## config.mk

```make
export PLATFORM = sky130hd
export DESIGN_NAME = tcp_top
export DESIGN_NICKNAME = d
export VERILOG_FILES = /design/src/rtl/tcp_pkg.sv /design/src/rtl/tcp_chan_if.sv /design/src/rtl/tcp_chan.sv /design/src/rtl/tcp_top.sv
export VERILOG_INCLUDE_DIRS = /design/src /design/src/rtl
export SDC_FILE = /design/constraint.sdc
export NUM_CORES = 1
export LEC_CHECK = 0
export CAP_MARGIN = 0
export CORE_MARGIN = 4
export CORE_UTILIZATION = 69
export DETAILED_ROUTE_END_ITERATION = 7
export DONT_BUFFER_PORTS = 1
export PLACE_DENSITY_LB_ADDON = 0.1
export SETUP_SLACK_MARGIN = 0.3
export SYNTH_ARGS = -nofsm -noshare
export SYNTH_HDL_FRONTEND = slang
export SYNTH_SLANG_ARGS = --single-unit
export TNS_END_PERCENT = 10
```

## constraint.sdc

```tcl
create_clock -name mclk -period 4.9 [get_ports mclk]
set_input_delay 0.98 -clock mclk [delete_from_list [all_inputs] [get_ports mclk]]
set_output_delay 0.98 -clock mclk [all_outputs]
set_load 0.01 [all_outputs]
```

## src/rtl/tcp_consts.svh

```systemverilog
// constants of the timer compare, pwm and slave control block
`ifndef TCP_CONSTS_SVH
`define TCP_CONSTS_SVH

// -----------------------------------------------------------------
// register offsets
// -----------------------------------------------------------------
`define TCP_OFS_CTRL 8'h00
`define TCP_OFS_SLAVE 8'h08
`define TCP_OFS_IRQEN 8'h0C
`define TCP_OFS_STATUS 8'h10
`define TCP_OFS_EVGEN 8'h14
`define TCP_OFS_CHMODE 8'h18
`define TCP_OFS_CHOUT 8'h20
`define TCP_OFS_CNT 8'h24
`define TCP_OFS_ARR 8'h2C
`define TCP_OFS_CCR1 8'h34
`define TCP_OFS_CCR2 8'h38

// -----------------------------------------------------------------
// field positions
// -----------------------------------------------------------------
`define TCP_CTRL_RUN 0
`define TCP_CTRL_URS 2
`define TCP_CTRL_SP 3
`define TCP_CTRL_AUTORELOAD_PRELOAD_ENABLE 7
`define TCP_SLV_SMS 0
`define TCP_SLV_TS 4
`define TCP_FLG_UPD 0
`define TCP_FLG_CC 1
`define TCP_FLG_TRG 6
`define TCP_EVG_UG 0
`define TCP_CHM_STRIDE 8
`define TCP_CHM_FE 2
`define TCP_CHM_PE 3
`define TCP_CHM_MODE 4
`define TCP_CHO_STRIDE 4
`define TCP_CHO_EN 0
`define TCP_CHO_POL 1
`define TCP_CHO_NPOL 3

// -----------------------------------------------------------------
// codes and reset values
// -----------------------------------------------------------------
`define TCP_MODE_FROZEN 3'h0
`define TCP_MODE_ACTIVE 3'h1
`define TCP_MODE_INACT 3'h2
`define TCP_MODE_TOGGLE 3'h3
`define TCP_MODE_FORCE_LO 3'h4
`define TCP_MODE_FORCE_HI 3'h5
`define TCP_MODE_PWM1 3'h6
`define TCP_MODE_PWM2 3'h7
`define TCP_SMS_RESET 3'h4
`define TCP_SMS_GATED 3'h5
`define TCP_SMS_TRIGGER 3'h6
`define TCP_TS_IN1 3'h5
`define TCP_TS_IN2 3'h6
`define TCP_ARR_RST 16'hFFFF
`define TCP_ZERO16 16'h0000
`define TCP_ONE16 16'h0001
`define TCP_OE_OFF 2'h3

`endif

```

## src/rtl/tcp_pkg.sv

```systemverilog
// types of the timer compare, pwm and slave control block
package tcp_pkg;

    typedef logic [2:0] tcp_mode_t;

    typedef struct packed {
        logic ref_lvl;
        logic forced;
    } tcp_chan_s;

    typedef struct packed {
        logic run;
        logic update_source_select;
        logic sp;
        logic autoreload_preload_enable;
        logic [2:0] slave_mode_field;
        logic [2:0] ts;
        logic [1:0] cc_ie;
        logic trg_ie;
        logic upd_f;
        logic [1:0] cc_f;
        logic trg_f;
        logic [15:0] chmode;
        logic [7:0] chout;
        logic [15:0] cnt;
        logic [15:0] arr_pre;
        logic [15:0] arr_act;
        logic [1:0][15:0] ccr_pre;
        logic [1:0][15:0] ccr_act;
        logic [15:0] rdata;
        logic [1:0] sync1;
        logic [1:0] sync2;
        logic trg_prev;
        logic cnt_new;
        logic fast_kick;
        logic [1:0] out_lvl;
        logic [1:0] out_oe_b;
        logic irq;
    } tcp_top_s;

endpackage

```

## src/rtl/tcp_chan_if.sv

```systemverilog
// link between the timer core and one channel output stage
`timescale 1ns/100ps
interface tcp_chan_if;
    logic [15:0] cnt;
    logic [15:0] cmp;
    logic cnt_new;
    tcp_pkg::tcp_mode_t mode;
    logic fast_en;
    logic fast_kick;
    logic ref_lvl;
    logic match;

    modport ctl (output cnt, cmp, cnt_new, mode, fast_en, fast_kick, input ref_lvl, match);
    modport chan (input cnt, cmp, cnt_new, mode, fast_en, fast_kick, output ref_lvl, match);
endinterface

```

## src/rtl/tcp_chan.sv

```systemverilog
// one channel output stage: compare actions and pwm reference
`timescale 1ns/100ps
`include "tcp_consts.svh"
module tcp_chan (
    // clock and reset
    input wire logic mclk,
    input wire logic rst_b,
    // core side
    tcp_chan_if.chan ch
);
    tcp_pkg::tcp_chan_s s_reg;
    tcp_pkg::tcp_chan_s s_next;
    logic below;
    logic pwm;

    assign below = ch.cnt < ch.cmp;
    assign pwm = (ch.mode == `TCP_MODE_PWM1) || (ch.mode == `TCP_MODE_PWM2);
    assign ch.match = ch.cnt_new && (ch.cnt == ch.cmp);
    assign ch.ref_lvl = s_reg.ref_lvl;

    // -------------------------------------------------------------
    // reference waveform
    // -------------------------------------------------------------
    always_comb begin
        s_next = s_reg;
        unique case (ch.mode)
            `TCP_MODE_FROZEN: s_next.ref_lvl = s_reg.ref_lvl;
            `TCP_MODE_ACTIVE: if (ch.match) s_next.ref_lvl = 1'h1;
            `TCP_MODE_INACT: if (ch.match) s_next.ref_lvl = 1'h0;
            `TCP_MODE_TOGGLE: if (ch.match) s_next.ref_lvl = ~s_reg.ref_lvl;
            `TCP_MODE_FORCE_LO: s_next.ref_lvl = 1'h0;
            `TCP_MODE_FORCE_HI: s_next.ref_lvl = 1'h1;
            `TCP_MODE_PWM1: s_next.ref_lvl = below;
            `TCP_MODE_PWM2: s_next.ref_lvl = ~below;
        endcase
        // fast path holds the matched level until the real match
        if (pwm && ch.fast_en && ch.fast_kick) begin
            s_next.forced = 1'h1;
        end else if (ch.match || !pwm) begin
            s_next.forced = 1'h0;
        end
        if (s_next.forced) begin
            s_next.ref_lvl = (ch.mode == `TCP_MODE_PWM2);
        end
    end

    always_ff @(posedge mclk or negedge rst_b) begin
        if (!rst_b) begin
            s_reg <= '0;
        end else begin
            s_reg <= s_next;
        end
    end

    // -------------------------------------------------------------
    // checks
    // -------------------------------------------------------------
    a_frozen_hold: assert property (@(posedge mclk) disable iff (!rst_b)
        ch.mode == `TCP_MODE_FROZEN |=> $stable(s_reg.ref_lvl))
        else $error("frozen mode changed the reference");
    a_toggle_match: assert property (@(posedge mclk) disable iff (!rst_b)
        ch.mode == `TCP_MODE_TOGGLE && ch.match |=> s_reg.ref_lvl != $past(s_reg.ref_lvl))
        else $error("toggle on match missed");
    a_pwm1_level: assert property (@(posedge mclk) disable iff (!rst_b)
        ch.mode == `TCP_MODE_PWM1 && !s_next.forced |=> s_reg.ref_lvl == $past(below))
        else $error("pwm1 reference wrong");
    a_fast_force: assert property (@(posedge mclk) disable iff (!rst_b)
        pwm && ch.fast_en && ch.fast_kick |=> s_reg.forced
            && s_reg.ref_lvl == ($past(ch.mode) == `TCP_MODE_PWM2))
        else $error("fast enable did not force the reference");
endmodule // tcp_chan

```

## src/rtl/tcp_top.sv

```systemverilog
// timer core: counter, slave control, registers and channel outputs
//
// Notes on behaviour
// - match drives output per compare mode
// - every match sets channel match flag
// - match irq only when enabled
// - preload off writes now, else at update
// - update leaves compare-mode reference untouched
// - modes 110/111 give pwm per channel
// - pwm1 high while counter below compare
// - pwm1 full high or full low extremes
// - polarity bit and output enable bit
// - up-counting only, edge-aligned pwm
// - single pulse stops counter at update
// - delay is compare, length is reload minus compare plus one
// - trigger edge sets run bit
// - fast enable forces matched level on trigger
// - reset mode restarts counter, maybe updates
// - reset trigger: zero, flag, irq if enabled
// - gated mode counts while level active
// - gated mode flags start and stop
// - select routes input one or two
// - trigger mode edge starts counter
// - single pulse update clears run bit
//
// Implementation choices: the plain strobed port and the address map.
`timescale 1ns/100ps
`include "tcp_consts.svh"
module tcp_top (
    // clock and reset
    input wire logic mclk,
    input wire logic rst_b,
    // register port
    input wire logic [7:0] reg_addr,
    input wire logic [15:0] reg_wdata,
    input wire logic reg_wr,
    input wire logic reg_rd,
    output logic [15:0] reg_rdata,
    // trigger pins
    input wire logic [1:0] trig_in,
    // waveform pins and request
    output logic [1:0] chan_out,
    output logic [1:0] chan_oe_b,
    output logic irq_req
);
    tcp_pkg::tcp_top_s s_reg;
    tcp_pkg::tcp_top_s s_next;
    logic [1:0] inv;
    logic [1:0] ref_lvl;
    logic [1:0] match;
    logic lvl;
    logic edge_det;
    logic gate_ok;
    logic adv;
    logic ovf;
    logic ug;
    logic rst_trig;
    logic upd;
    logic cnt_wr;

    // -------------------------------------------------------------
    // trigger path
    // -------------------------------------------------------------
    genvar gi;
    generate
        for (gi = 0; gi < 2; gi++) begin : g_inv
            assign inv[gi] = s_reg.chout[gi * `TCP_CHO_STRIDE + `TCP_CHO_POL]
                && !s_reg.chout[gi * `TCP_CHO_STRIDE + `TCP_CHO_NPOL];
        end
    endgenerate

    always_comb begin
        unique case (s_reg.ts)
            `TCP_TS_IN1: lvl = s_reg.sync2[0] ^ inv[0];
            `TCP_TS_IN2: lvl = s_reg.sync2[1] ^ inv[1];
            default: lvl = 1'h0;
        endcase
    end

    assign edge_det = lvl && !s_reg.trg_prev;
    assign gate_ok = (s_reg.slave_mode_field != `TCP_SMS_GATED) || lvl;
    assign adv = s_reg.run && gate_ok;
    assign ovf = adv && (s_reg.cnt == s_reg.arr_act);
    assign ug = reg_wr && (reg_addr == `TCP_OFS_EVGEN) && reg_wdata[`TCP_EVG_UG];
    assign rst_trig = (s_reg.slave_mode_field == `TCP_SMS_RESET) && edge_det;
    assign upd = ovf || ug || (rst_trig && !s_reg.update_source_select);
    assign cnt_wr = reg_wr && (reg_addr == `TCP_OFS_CNT);

    // -------------------------------------------------------------
    // channels
    // -------------------------------------------------------------
    generate
        for (gi = 0; gi < 2; gi++) begin : g_ch
            tcp_chan_if ch_if ();
            assign ch_if.cnt = s_reg.cnt;
            assign ch_if.cmp = s_reg.ccr_act[gi];
            assign ch_if.cnt_new = s_reg.cnt_new;
            assign ch_if.mode = s_reg.chmode[gi * `TCP_CHM_STRIDE + `TCP_CHM_MODE +: 3];
            assign ch_if.fast_en = s_reg.chmode[gi * `TCP_CHM_STRIDE + `TCP_CHM_FE];
            assign ch_if.fast_kick = s_reg.fast_kick;
            assign ref_lvl[gi] = ch_if.ref_lvl;
            assign match[gi] = ch_if.match;
            tcp_chan u_chan (
                .mclk(mclk),
                .rst_b(rst_b),
                .ch(ch_if.chan)
            );
        end
    endgenerate

    // -------------------------------------------------------------
    // next state
    // -------------------------------------------------------------
    always_comb begin
        s_next = s_reg;
        s_next.sync1 = trig_in;
        s_next.sync2 = s_reg.sync1;
        s_next.trg_prev = lvl;
        s_next.fast_kick = edge_det;

        // software writes
        if (reg_wr) begin
            unique case (reg_addr)
                `TCP_OFS_CTRL: begin
                    s_next.run = reg_wdata[`TCP_CTRL_RUN];
                    s_next.update_source_select = reg_wdata[`TCP_CTRL_URS];
                    s_next.sp = reg_wdata[`TCP_CTRL_SP];
                    s_next.autoreload_preload_enable = reg_wdata[`TCP_CTRL_AUTORELOAD_PRELOAD_ENABLE];
                end
                `TCP_OFS_SLAVE: begin
                    s_next.slave_mode_field = reg_wdata[`TCP_SLV_SMS +: 3];
                    s_next.ts = reg_wdata[`TCP_SLV_TS +: 3];
                end
                `TCP_OFS_IRQEN: begin
                    s_next.cc_ie = reg_wdata[`TCP_FLG_CC +: 2];
                    s_next.trg_ie = reg_wdata[`TCP_FLG_TRG];
                end
                `TCP_OFS_STATUS: begin
                    // writing zero clears, set below still wins
                    s_next.upd_f = s_reg.upd_f && reg_wdata[`TCP_FLG_UPD];
                    s_next.cc_f = s_reg.cc_f & reg_wdata[`TCP_FLG_CC +: 2];
                    s_next.trg_f = s_reg.trg_f && reg_wdata[`TCP_FLG_TRG];
                end
                `TCP_OFS_CHMODE: s_next.chmode = reg_wdata;
                `TCP_OFS_CHOUT: s_next.chout = reg_wdata[7:0];
                `TCP_OFS_CNT: s_next.cnt = reg_wdata;
                `TCP_OFS_ARR: begin
                    s_next.arr_pre = reg_wdata;
                    if (!s_reg.autoreload_preload_enable) s_next.arr_act = reg_wdata;
                end
                `TCP_OFS_CCR1: begin
                    s_next.ccr_pre[0] = reg_wdata;
                    if (!s_reg.chmode[`TCP_CHM_PE]) s_next.ccr_act[0] = reg_wdata;
                end
                `TCP_OFS_CCR2: begin
                    s_next.ccr_pre[1] = reg_wdata;
                    if (!s_reg.chmode[`TCP_CHM_STRIDE + `TCP_CHM_PE]) begin
                        s_next.ccr_act[1] = reg_wdata;
                    end
                end
                default: begin
                end
            endcase
        end

        // counter, up only
        if (ug || rst_trig) begin
            s_next.cnt = `TCP_ZERO16;
        end else if (ovf) begin
            s_next.cnt = `TCP_ZERO16;
        end else if (adv && !cnt_wr) begin
            s_next.cnt = 16'(s_reg.cnt + `TCP_ONE16);
        end
        s_next.cnt_new = adv || ug || rst_trig;

        // run bit
        if ((s_reg.slave_mode_field == `TCP_SMS_TRIGGER) && edge_det) begin
            s_next.run = 1'h1;
        end
        if (ovf && s_reg.sp) begin
            s_next.run = 1'h0;
        end

        // update event loads working copies
        if (upd) begin
            if (s_reg.autoreload_preload_enable) s_next.arr_act = s_reg.arr_pre;
            for (int i = 0; i < 2; i++) begin
                if (s_reg.chmode[i * `TCP_CHM_STRIDE + `TCP_CHM_PE]) begin
                    s_next.ccr_act[i] = s_reg.ccr_pre[i];
                end
            end
        end

        // flags, set wins over clear
        s_next.cc_f = s_next.cc_f | match;
        if (ovf || ((ug || rst_trig) && !s_reg.update_source_select)) s_next.upd_f = 1'h1;
        if (rst_trig || ((s_reg.slave_mode_field == `TCP_SMS_TRIGGER) && edge_det)) begin
            s_next.trg_f = 1'h1;
        end
        if ((s_reg.slave_mode_field == `TCP_SMS_GATED) && s_reg.run && (lvl != s_reg.trg_prev)) begin
            s_next.trg_f = 1'h1;
        end
        s_next.irq = |(s_next.cc_f & s_next.cc_ie) || (s_next.trg_f && s_next.trg_ie);

        // pins
        for (int i = 0; i < 2; i++) begin
            if (s_reg.chout[i * `TCP_CHO_STRIDE + `TCP_CHO_EN]) begin
                s_next.out_lvl[i] = ref_lvl[i] ^ s_reg.chout[i * `TCP_CHO_STRIDE + `TCP_CHO_POL];
                s_next.out_oe_b[i] = 1'h0;
            end else begin
                s_next.out_lvl[i] = 1'h0;
                s_next.out_oe_b[i] = 1'h1;
            end
        end

        // read answer, one cycle late, zero elsewhere
        s_next.rdata = `TCP_ZERO16;
        if (reg_rd) begin
            unique case (reg_addr)
                `TCP_OFS_CTRL: begin
                    s_next.rdata[`TCP_CTRL_RUN] = s_reg.run;
                    s_next.rdata[`TCP_CTRL_URS] = s_reg.update_source_select;
                    s_next.rdata[`TCP_CTRL_SP] = s_reg.sp;
                    s_next.rdata[`TCP_CTRL_AUTORELOAD_PRELOAD_ENABLE] = s_reg.autoreload_preload_enable;
                end
                `TCP_OFS_SLAVE: begin
                    s_next.rdata[`TCP_SLV_SMS +: 3] = s_reg.slave_mode_field;
                    s_next.rdata[`TCP_SLV_TS +: 3] = s_reg.ts;
                end
                `TCP_OFS_IRQEN: begin
                    s_next.rdata[`TCP_FLG_CC +: 2] = s_reg.cc_ie;
                    s_next.rdata[`TCP_FLG_TRG] = s_reg.trg_ie;
                end
                `TCP_OFS_STATUS: begin
                    s_next.rdata[`TCP_FLG_UPD] = s_reg.upd_f;
                    s_next.rdata[`TCP_FLG_CC +: 2] = s_reg.cc_f;
                    s_next.rdata[`TCP_FLG_TRG] = s_reg.trg_f;
                end
                `TCP_OFS_CHMODE: s_next.rdata = s_reg.chmode;
                `TCP_OFS_CHOUT: s_next.rdata[7:0] = s_reg.chout;
                `TCP_OFS_CNT: s_next.rdata = s_reg.cnt;
                `TCP_OFS_ARR: s_next.rdata = s_reg.arr_pre;
                `TCP_OFS_CCR1: s_next.rdata = s_reg.ccr_pre[0];
                `TCP_OFS_CCR2: s_next.rdata = s_reg.ccr_pre[1];
                default: s_next.rdata = `TCP_ZERO16;
            endcase
        end
    end

    // -------------------------------------------------------------
    // state register
    // -------------------------------------------------------------
    always_ff @(posedge mclk or negedge rst_b) begin
        if (!rst_b) begin
            s_reg <= '0;
            s_reg.arr_pre <= `TCP_ARR_RST;
            s_reg.arr_act <= `TCP_ARR_RST;
            s_reg.out_oe_b <= `TCP_OE_OFF;
        end else begin
            s_reg <= s_next;
        end
    end

    assign reg_rdata = s_reg.rdata;
    assign chan_out = s_reg.out_lvl;
    assign chan_oe_b = s_reg.out_oe_b;
    assign irq_req = s_reg.irq;

    // -------------------------------------------------------------
    // checks
    // -------------------------------------------------------------
    a_match_flag_set: assert property (@(posedge mclk) disable iff (!rst_b)
        match[0] |=> s_reg.cc_f[0])
        else $error("match flag not set");
    a_irq_gating: assert property (@(posedge mclk) disable iff (!rst_b)
        irq_req == (|(s_reg.cc_f & s_reg.cc_ie) || (s_reg.trg_f && s_reg.trg_ie)))
        else $error("interrupt request not gated by enables");
    a_preload_hold: assert property (@(posedge mclk) disable iff (!rst_b)
        s_reg.chmode[`TCP_CHM_PE] && !upd |=> $stable(s_reg.ccr_act[0]))
        else $error("working compare changed without update");
    a_single_stop: assert property (@(posedge mclk) disable iff (!rst_b)
        ovf && s_reg.sp |=> !s_reg.run && s_reg.cnt == `TCP_ZERO16)
        else $error("single pulse did not stop");
    a_reset_restart: assert property (@(posedge mclk) disable iff (!rst_b)
        rst_trig |=> s_reg.cnt == `TCP_ZERO16 && s_reg.trg_f)
        else $error("reset trigger did not restart");
    a_gated_pause: assert property (@(posedge mclk) disable iff (!rst_b)
        s_reg.slave_mode_field == `TCP_SMS_GATED && !lvl && !ug && !cnt_wr |=> $stable(s_reg.cnt))
        else $error("gated counter moved");
    a_trig_start: assert property (@(posedge mclk) disable iff (!rst_b)
        s_reg.slave_mode_field == `TCP_SMS_TRIGGER && edge_det && !(ovf && s_reg.sp) |=> s_reg.run)
        else $error("trigger edge did not start counter");
    a_out_disable: assert property (@(posedge mclk) disable iff (!rst_b)
        !s_reg.chout[`TCP_CHO_EN] |=> chan_oe_b[0] && !chan_out[0])
        else $error("disabled output driven");
    a_sync_delay: assert property (@(posedge mclk) disable iff (!rst_b)
        s_reg.ts == `TCP_TS_IN1 && !inv[0] && $stable(s_reg.ts) && $stable(inv[0])
        |-> lvl == $past(trig_in[0], 2))
        else $error("trigger not two stages late");
endmodule // tcp_top

```

==> results of run 1 <==
==> through the flow <==
| step | std cells | setup slack, ps | total power [W] | hold WS, ps |
|---|---|---|---|---|
| 5_1_grt | 1095 | 940 | 0.00442 | 214 |
| 2_1_floorplan | 956 | 2200 | 0.00259 | 331 |
| 6_report | 1095 | 1250 | 0.00422 | 227 |
| 3_5_place_dp | 1063 | 1310 | 0.00285 | 348 |
| 3_3_place_gp | 1063 | 1540 | 0.00278 | 337 |
| 4_1_cts | 1095 | 1330 | 0.00420 | 220 |
==> power groups by stage <==
stage,combinational (W),clock (W),sequential (W)
floorplan,0.000683,0,0.00190
detailed placement,0.000793,0,0.00205
global placement,0.000734,0,0.00204
global route,0.000917,0.00143,0.00207
finish,0.000818,0.00135,0.00205
CTS,0.000807,0.00136,0.00203
==> placed cells by master (no fill, tap or decap), types with 24 or more instances in the layout <==
cell type  netlist  final
dfstp_2         34     34
ha_1            34     34
nor2_1          30     29
o32a_1          27     27
nand2_1         87     87
a31oi_1         25     25
o21a_1          32     32
and3_1          24     24
inv_1           46     46
mux2_2          66     66
dfrtp_1        151    151
a21oi_1         39     39
o21ai_0         38     38
==> cell type report <==
cell class              count  area [sq um]  area share (%)
repair buffers             12          90.1           0.862
clock buffers              22           507            4.85
multi-input cells         640          4700            45.0
well taps                 180           225            2.16
clock inverters            10          77.6           0.743
inverters                  46           173            1.65
flip-flops and latches    185          4670            44.7
==> metal layers <==
layer | part of all wire [%] | GRT usage (%) | wire length, um
met5 | 0 | 0 | 0
met1 | 40 | 55.2 | 11800
met2 | 45 | 54.7 | 13200
met4 | 2.9 | 12.3 | 840
met3 | 12 | 10.2 | 3640
==> worst paths after layout <==
kind,endpoint,cells after the start
hold reg to reg,s_reg[8],0
max in group asynchronous,s_reg[96],0
hold / removal,s_reg[175],0
setup reg to reg,g_ch[0].ch_if.cmp[14],12
min in group mclk,s_reg[8],0
setup / recovery,g_ch[0].ch_if.cmp[14],12
==> kinds of logic (layout without fill, tap and decap cells) <==
group	after synthesis	in the layout
fa+ha+maj	34	34
mux	67	67
buf+inv	131	90
compound gates	300	300
xor+xnor	20	20
simple gates	219	219
flops	185	185
==> critical path: stages (launching register included) <==
cell and delay [ps]:
dfrtp_1 430, and2b_1 190, xnor2_1 280, nor2_1 80
a21oi_1 140, nor2b_1 80, ha_1 190, nor2b_1 170
nand3b_1 220, o21ai_1 200, o21ai_1 720, o21ai_1 500
o21a_1 310
==> metrics.csv, run 1 <==
stage,metric,value,unit
outcome,status,"complete, no violations",
cells_and_area,Layout fillers,926,
worst_setup_path,Worst R2R Start,s_reg[141],
floorplan,initial core utilization,71.2,%
cts,clock buffer depth,2,
worst_setup_path,kind of critical path,reg -> reg,
detailed_routing,initial drt markers,1310,
power_and_ir_drop,cell-internal power,0.00287,W
timing,unrepaired setup endpoints after global routing,no,
detailed_routing,vias per inst,7.44,
global_route,vias in the first global route,7897,
worst_setup_path,CP arrival,3980,ps
yosys,post-synthesis compound-gate area fraction,22.4,%
floorplan,Die H,128,um
worst_setup_path,crit path capture type,flop,
yosys,synth warn,0,
detailed_routing,Total Wirelength,29400,um
yosys,Unique masters post-synth,59,
global_route,largest net degree at the start of global routing,186,
worst_setup_path,R2R setup slack,1250,ps
cts,# clock sinks,185,
yosys,Post-synth ARST share,100,%
cts,TritonCTS clock tree,yes,
floorplan,Core Area,14000,sq um
cells_and_area,fin area,10400,sq um
placed_design,I/O Buffers,0,
flow_run,# Max-Cap Violations,0,
global_route,first-pass GRT wire length,46400,um
power_and_ir_drop,Logic pwr share,19.4,%
power_and_ir_drop,worst IR drop on VDD,0.391,mV
worst_setup_path,worst setup path start,s_reg[141],
yosys,register area share after synthesis,46.9,%
yosys,area share of the largest cell type after synthesis,37.9,%
worst_setup_path,Worst EP required,5230,ps
power_and_ir_drop,Psw,0.00135,W
cells_and_area,max reg flops,100,
power_and_ir_drop,Switching Fraction,32.0,%
timing,Slew Limit Fails,0,
yosys,most instantiated cells after synthesis,"dfrtp_1, nand2_1, mux2_2",
cells_and_area,Antenna Cells,0,
yosys,largest family of logic cells by synthesized area,compound AO/OA/AOI/OAI gates,
power_and_ir_drop,Pleak,4.67,nW
timing,Setup Viol. Count Final,0,
timing,Slew HR,20.8,%
cells_and_area,Post-layout nets,966,
placed_design,HPWL after DPL,20300,um
timing,clock skew,12.5,ps
min_path,Hold Path Class,in -> async,
detailed_routing,wire per inst,26.9,um
yosys,Synth Area in Adders,4.27,%
timing,worst slew pin tran,1190,ps
placed_design,GP Congestion,1.01,
floorplan,Die Wd,128,um
cts,# Post-CTS Setup Buffers,0,
yosys,Main synth FF type,dfrtp_1,
cts,clk slew on worst S/H paths,70,ps
worst_setup_path,CP max FO,12,
worst_setup_path,crit start category,flop,
timing,Period minus WS final,3650,ps
cells_and_area,final core occ,74.7,%
yosys,"flops & latches, synth",185,
yosys,mux contribution to synthesized area,7.61,%
cts,worst skew pair latency,450,ps
cts,Inserted Clock Buffers,17,
detailed_routing,vias post-DR,8146,
global_route,gr usage total,37.6,%
yosys,Post-Syn Area,9960,sq um
timing,fin crit share,74.4,%
global_route,Overflow after GRT,0,
yosys,mean area per synthesized cell,10.4,sq um
detailed_routing,ANT nets after route,0,
cts,hold buffer count at cts,0,
power_and_ir_drop,Power Density,404,nW/um^2
cells_and_area,synthesis-to-layout area growth,4.83,%
timing,Fin. Hold Viols,0,
detailed_routing,DRC,0,
yosys,Area contributors post-synth,"dfrtp_1, dfstp_2, mux2_2",
cells_and_area,share of cells above drive strength 1,16.8,%
cts,Resized cells post-CTS,0,
cts,CTS H-Tree Depth,4,
cts,Root Buffer,clkbuf_16,
yosys,"area leader, netlist",dfrtp_1,
yosys,top-count cell post-synth,dfrtp_1,
floorplan,Ports,51,
placed_design,Placed Area,9860,sq um
yosys,Post-synth EDFFs,0,
yosys,Synth Area in XOR/XNOR,1.76,%
timing,Post-Route Setup TNS,0,ps
timing,FMAX,0.274,GHz
detailed_routing,drt first pass iters,8,
power_and_ir_drop,clock power share,32.0,%
yosys,post-synthesis net count,1020,
power_and_ir_drop,Seq pwr share,48.5,%
floorplan,die area,16400,sq um
yosys,cell count after synthesis,956,
floorplan,Rows,43,
global_route,initial antenna violation count,0,
yosys,Post-Synth Simple-Gate Area,11.0,%
Power figures use the tool's default switching activity.
==> run 2: changes to the inputs <==
--- a/config.mk
+++ b/config.mk
@@ -8,7 +8,7 @@
 export LEC_CHECK = 0
 export CAP_MARGIN = 0
 export CORE_MARGIN = 4
-export CORE_UTILIZATION = 69
+export CORE_UTILIZATION = 64
 export DETAILED_ROUTE_END_ITERATION = 7
 export DONT_BUFFER_PORTS = 1
 export PLACE_DENSITY_LB_ADDON = 0.1
==> constraint.sdc (replaced) <==
create_clock -name mclk -period 3.4 [get_ports mclk]
set_input_delay 0.68 -clock mclk [delete_from_list [all_inputs] [get_ports mclk]]
set_output_delay 0.68 -clock mclk [all_outputs]
set_load 0.01 [all_outputs]
==> run 2 against run 1 <==
Net effect: worst setup slack lost 790 ps; critical path depth is the same; final cell count rose by 1.1%; routed wire length is 3.5% lower; die area up 7.3%; the flow now finishes with violations (hold timing); power grew 43%; worst hold slack worse by 290 ps; sequential share of layout area is 0.19 points lower; flip-flop and latch count did not move; sequential power is 42% higher.
==> metrics.csv, run 2 (synthesis results as in run 1) <==
stage,metric,value,unit,change
cts,Inserted Clock Buffers,17,,unchanged
cells_and_area,register area,4670,sq um,unchanged
detailed_routing,ANT nets after route,0,,unchanged
cells_and_area,max reg flops,100,,unchanged
floorplan,Die H,133,um,+3.6%
timing,Fin. Hold Viols,101,,+101
timing,FMAX,0.341,GHz,+24%
detailed_routing,initial drt markers,1098,,-16%
power_and_ir_drop,cell-internal power,0.00416,W,+45%
global_route,first-pass GRT wire length,44900,um,-3.3%
timing,Fin Hold WS,-60.5,ps,-288 ps
placed_design,I/O Buffers,0,,unchanged
outcome,failing checks,hold timing,,
worst_setup_path,depth of the most critical reg-to-reg path,12,,unchanged
min_path,Hold Path Class,in -> async,,
cts,# clock sinks,185,,unchanged
power_and_ir_drop,Seq pwr share,48.2,%,-0.3 points
outcome,status,"finished, violations left",,
global_route,vias in the first global route,7791,,-1.3%
cts,CTS H-Tree Depth,4,,unchanged
power_and_ir_drop,"Power, Total",0.00605,W,+43%
worst_setup_path,kind of critical path,reg -> reg,,
cts,clock buffer depth,2,,unchanged
worst_setup_path,Worst EP required,3770,ps,-1460 ps
power_and_ir_drop,clock power share,32.4,%,+0.4 points
timing,final setup margin,468,ps,-786 ps
worst_setup_path,crit path capture type,flop,,
cts,clk slew on worst S/H paths,70,ps,about the same
floorplan,Rows,45,,+4.7%
global_route,initial antenna violation count,0,,unchanged
cells_and_area,"leading cell type in the layout, fill and taps excluded",dfrtp_1,,
floorplan,die area,17600,sq um,+7.3%
detailed_routing,DRC,0,,unchanged
placed_design,HPWL after DPL,19300,um,-5.4%
timing,fin crit share,86.2,%,+12 points
detailed_routing,vias per inst,7.22,,-3.0%
timing,clock skew,8.42,ps,-4.04 ps
placed_design,GP Congestion,0.973,,-3.5%
timing,worst slew pin tran,1170,ps,-16.0 ps
cells_and_area,Antenna Cells,0,,unchanged
cts,Root Buffer,clkbuf_16,,
power_and_ir_drop,Psw,0.00189,W,+41%
global_route,gr usage total,32.8,%,-4.9 points
worst_setup_path,crit start category,flop,,
global_route,Overflow after GRT,0,,unchanged
timing,Setup Viol. Count Final,0,,unchanged
placed_design,pre-CTS setup slack,281,ps,-1030 ps
flow_run,# Max-Cap Violations,0,,unchanged
cells_and_area,area taken by multi-input logic gates,4710,sq um,+0.24%
floorplan,Die Wd,133,um,+3.6%
power_and_ir_drop,Power Density,577,nW/um^2,+43%
floorplan,Ports,51,,unchanged
timing,Slew Limit Fails,0,,unchanged
cts,TritonCTS clock tree,yes,,
timing,Post-Route Setup TNS,0,ps,unchanged
cells_and_area,share of cells above drive strength 1,17.3,%,+0.47 points
detailed_routing,wire per inst,25.7,um,-4.5%
timing,Period minus WS final,2930,ps,-714 ps
cells_and_area,Post-layout nets,970,,+0.41%
power_and_ir_drop,Pleak,4.68,nW,+0.18%
detailed_routing,vias post-DR,7992,,-1.9%
power_and_ir_drop,worst IR drop on VDD,0.427,mV,+9.2%
placed_design,post-placement cell count,1075,,+1.1%
power_and_ir_drop,Switching Fraction,31.3,%,-0.64 points
cells_and_area,Layout fillers,1146,,+24%
floorplan,initial core utilization,65.5,%,-5.7 points
power_and_ir_drop,Logic pwr share,19.4,%,about the same
cells_and_area,most frequent cells in the layout,"dfrtp_1, nand2_1, mux2_2",,
detailed_routing,drt first pass iters,7,,-1
worst_setup_path,CP max FO,17,,+5
cts,# Post-CTS Setup Buffers,0,,unchanged
detailed_routing,Total Wirelength,28400,um,-3.5%
cells_and_area,Non-Filler Instances,1107,,+1.1%
floorplan,Core Area,15200,sq um,+8.7%
timing,Slew HR,21.9,%,+1.1 points
worst_setup_path,CP arrival,3300,ps,-680 ps
global_route,largest net degree at the start of global routing,186,,unchanged
timing,unrepaired setup endpoints after global routing,yes,,
cts,worst skew pair latency,440,ps,about the same
cells_and_area,synthesis-to-layout area growth,5.29,%,
-- run 2: changes by cell type in the layout (fill, tap and decap cells not counted), sizes merged --
cell and change:
bufinv +2, clkbuf -4, inv -1, buf +4, clkinvlp +3
-- run 2: metrics by stage --
step | util [%] | area, sq um
after floorplan | - | 9960
after global placement | 65.1 | 9900
after detailed placement | 65.1 | 9900
after CTS | 69.0 | 10500
after global routing | 69.0 | 10500
final | 69.0 | 10500
-- run 2: area by class of cell --
type / instances / area share, %
Inverter: 46 / 1.65
Clock inverter: 14 / 1.42
Clock buffer: 18 / 4.09
Timing Repair Buffer: 16 / 1.14
Multi-Input combinational cell: 640 / 44.9
Sequential cell: 185 / 44.5
Tap cell: 188 / 2.24
-- run 2: metal layers --
| metal | vias up | GRT usage (%) | wire length (um) |
|---|---|---|---|
| met5 | - | 0 | 0 |
| met4 | 0 | 9.70 | 604 |
| met3 | 59 | 7.98 | 3030 |
| met2 | 434 | 49.0 | 13000 |
| met1 | 4047 | 47.7 | 11800 |
| li1 | 3452 | - | - |
-- run 2: timing repair --
item | CTS | global route
hold endpoints to repair | 151 | 151
cloned | 0 | 0
setup endpoints to repair | 16 | 28
resized for setup | 1 | 1
-- run 2: worst paths after layout --
path / end / startpoint / slack (ps)
worst max-delay path: s_reg[98] / s_reg[141] / 470
worst min-delay path: chan_out[0] / rst_b / -60
worst max register to register: s_reg[98] / s_reg[141] / 470
worst min register to register: s_reg[8] / s_next[8] / 350
max in group asynchronous: s_reg[122] / rst_b / 3090
min in group mclk: s_next[9] / trig_in[1] / 270
-- run 2: power by group through the flow --
stage	clock (W)	combinational, W	sequential [W]
floorplan	0	0.000984	0.00275
global route	0.00209	0.00132	0.00295
finish	0.00196	0.00117	0.00292
CTS	0.00198	0.00117	0.00290
detailed placement	0	0.00116	0.00293
global placement	0	0.00108	0.00293
-- run 2: worst max-delay path: stages (launching register included) --
cell      delay [ps]
dfrtp_1          420
and2b_1          190
xnor2_1          180
nor2_1            70
a21oi_1          110
nor2b_1           80
ha_1             180
nor2b_1          150
nand3b_1         200
o21ai_1          170
o21ai_4          480
o21ai_2          340
o21a_1           270
==> run 3: changes to the inputs <==
--- a/config.mk
+++ b/config.mk
@@ -11,6 +11,7 @@
 export CORE_UTILIZATION = 64
 export DETAILED_ROUTE_END_ITERATION = 7
 export DONT_BUFFER_PORTS = 1
+export GPL_TIMING_DRIVEN = 0
 export PLACE_DENSITY_LB_ADDON = 0.1
 export SETUP_SLACK_MARGIN = 0.3
 export SYNTH_ARGS = -nofsm -noshare
==> run 3 against run 2 <==
Net effect: final cell count grew 6.3%; highest routed layer unchanged; clock power about the same; critical endpoint is now g_ch[0].ch_if.cmp[9]; critical path depth rose by 1; first-iteration DRC count fell by 1.1%; non-clock buffer count is 70 higher; final area increased by 3.1%; power is 0.49% higher; the flow still finishes with violations (hold timing); routed wire length is 0.36% higher.
==> metrics.csv, run 3 (synthesis results as in run 1) <==
stage,metric,value,unit,change
outcome,status,"finished, violations left",,
outcome,failing checks,hold timing,,
cells_and_area,fin area,10800,sq um,+3.1%
detailed_routing,Total Wirelength,28500,um,+0.36%
cells_and_area,register area,4670,sq um,about the same
detailed_routing,vias post-DR,8069,,+0.96%
cells_and_area,share of cells above drive strength 1,18.1,%,+0.80 points
floorplan,Die H,133,um,unchanged
floorplan,Core Area,15200,sq um,unchanged
detailed_routing,drt first pass iters,8,,+1
flow_run,# Max-Cap Violations,0,,unchanged
global_route,gr usage total,32.7,%,-0.088 points
worst_setup_path,crit start category,flop,,
worst_setup_path,R2R setup slack,420,ps,-50 ps
cts,Inserted Clock Buffers,17,,unchanged
worst_setup_path,Worst R2R Start,s_reg[141],,
timing,FMAX,0.336,GHz,-1.6%
worst_setup_path,CP max FO,10,,-7
worst_setup_path,crit path capture type,flop,,
power_and_ir_drop,worst IR drop on VDD,0.415,mV,-2.8%
timing,worst slew pin tran,821,ps,-351 ps
global_route,initial antenna violation count,0,,unchanged
cts,# clock sinks,185,,unchanged
cts,worst skew pair latency,440,ps,about the same
power_and_ir_drop,Pleak,4.84,nW,+3.6%
global_route,largest net degree at the start of global routing,186,,unchanged
timing,unrepaired setup endpoints after global routing,no,,
cells_and_area,final core occ,71.1,%,+2.1 points
detailed_routing,DRC,0,,unchanged
detailed_routing,ANT nets after route,0,,unchanged
floorplan,Die Wd,133,um,unchanged
cells_and_area,"leading cell type in the layout, fill and taps excluded",dfrtp_1,,
min_path,Hold Path Class,in -> async,,
floorplan,initial core utilization,65.5,%,unchanged
placed_design,GP Congestion,0.974,,about the same
cells_and_area,synthesis-to-layout area growth,8.53,%,
detailed_routing,vias per inst,6.86,,-5.0%
timing,Setup Viol. Count Final,0,,unchanged
detailed_routing,wire per inst,24.2,um,-5.6%
floorplan,die area,17600,sq um,unchanged
timing,Slew Limit Fails,0,,unchanged
floorplan,Ports,51,,unchanged
timing,fin crit share,87.6,%,+1.4 points
timing,clock skew,8.60,ps,+0.177 ps
cells_and_area,Non-Filler Instances,1177,,+6.3%
worst_setup_path,kind of critical path,reg -> reg,,
timing,Post-Route Setup TNS,0,ps,unchanged
placed_design,Placed Area,10200,sq um,+3.0%
cells_and_area,Post-layout nets,1040,,+7.2%
worst_setup_path,worst r2r dst,g_ch[0].ch_if.cmp[9],,
cells_and_area,max reg flops,100,,unchanged
floorplan,Rows,45,,unchanged
worst_setup_path,Worst EP required,3760,ps,about the same
worst_setup_path,CP arrival,3340,ps,+40 ps
power_and_ir_drop,Power Density,562,nW/um^2,-2.5%
placed_design,HPWL after DPL,20500,um,+6.6%
timing,Fin Hold WS,-66.7,ps,-6.20 ps
timing,Slew HR,45.3,%,+23 points
timing,Fin. Hold Viols,72,,-29%
worst_setup_path,depth of the most critical reg-to-reg path,13,,+1
placed_design,post-placement cell count,1144,,+6.4%
cells_and_area,Layout fillers,1106,,-3.5%
cts,TritonCTS clock tree,yes,,
global_route,Overflow after GRT,0,,unchanged
cts,Root Buffer,clkbuf_16,,
global_route,vias in the first global route,7596,,-2.5%
cells_and_area,most frequent cells in the layout,"dfrtp_1, nand2_1, mux2_2",,
detailed_routing,initial drt markers,1086,,-1.1%
cts,CTS H-Tree Depth,4,,unchanged
global_route,first-pass GRT wire length,44200,um,-1.4%
timing,Period minus WS final,2980,ps,+47.7 ps
cts,clk slew on worst S/H paths,80,ps,about the same
cells_and_area,area taken by multi-input logic gates,4710,sq um,about the same
placed_design,I/O Buffers,0,,unchanged
cells_and_area,Antenna Cells,0,,unchanged
cts,clock buffer depth,2,,unchanged
[run 3: changes by cell type in the layout (fill, tap and decap cells not counted), sizes merged]
cell / before / now
clkinvlp: 4 / 1
bufinv: 2 / 0
buf: 16 / 35
inv: 49 / 57
clkbuf: 18 / 68
clkinv: 5 / 3
[run 3: final cells by class]
cell class | count | area share (%)
flip-flops and latches | 185 | 43.2
repair buffers | 1 | 0.0694
inverters | 46 | 1.60
clock buffers | 17 | 3.93
plain buffers | 85 | 4.01
multi-input cells | 640 | 43.6
clock inverters | 15 | 1.40
well taps | 188 | 2.18
[run 3: power by group]
| group | leakage [nW] | internal [W] | total [W] | switching (W) |
|---|---|---|---|---|
| Combinational | 2.22 | 0.000575 | 0.00126 | 0.000688 |
| Sequential | 2.34 | 0.00250 | 0.00285 | 0.000350 |
| Clock | 0.283 | 0.000983 | 0.00197 | 0.000983 |
| Total | 4.84 | 0.00406 | 0.00608 | 0.00202 |
[run 3: how the worst max path moves through the flow]
stage | to | slack (ps) | startpoint
2_1_floorplan | g_ch[0].ch_if.cnt[2] | 1000 | reg_addr[5]
3_3_place_gp | reg_rdata[7] | 110 | reg_addr[7]
3_5_place_dp | reg_rdata[7] | 150 | reg_addr[7]
4_1_cts | s_reg[105] | 320 | s_reg[141]
5_1_grt | g_ch[1].ch_if.cmp[0] | 290 | s_reg[141]
6_report | g_ch[0].ch_if.cmp[9] | 420 | s_reg[141]
[run 3: timing repair]
item,CTS,global route
endpoints found under the hold margin,151,151
pin swaps,0,1
setup buffers,0,1
gates resized for setup,1,10
setup endpoints to repair,41,42
[run 3: per-stage QoR]
| stage | hold slack (ps) | setup slack, ps | power (W) |
|---|---|---|---|
| floorplan | 331 | 999 | 0.00373 |
| global placement | 332 | 114 | 0.00405 |
| detailed placement | 335 | 148 | 0.00411 |
| CTS | -77.3 | 323 | 0.00605 |
| global route | -85.8 | 294 | 0.00638 |
| finish | -66.7 | 420 | 0.00608 |
[run 3: layer usage]
metal	routed length [um]	up-vias	part of all wire [%]	track usage, %
met5	0	-	0	0
met2	12700	440	45	48.2
met1	11700	3975	41	46.5
met4	730	0	2.6	10.9
li1	-	3596	-	-
met3	3300	58	12	9.77
[run 3: worst max-delay path: stages (launching register included)]
cell	delay [ps]
dfrtp_2	480
and2b_1	190
xnor2_1	140
nor2_1	120
a21oi_1	50
nor2b_1	160
ha_1	270
nor2b_2	220
nand3b_1	220
o21ai_4	340
or2_1	200
clkbuf_4	250
nand2_1	80
a31oi_1	170
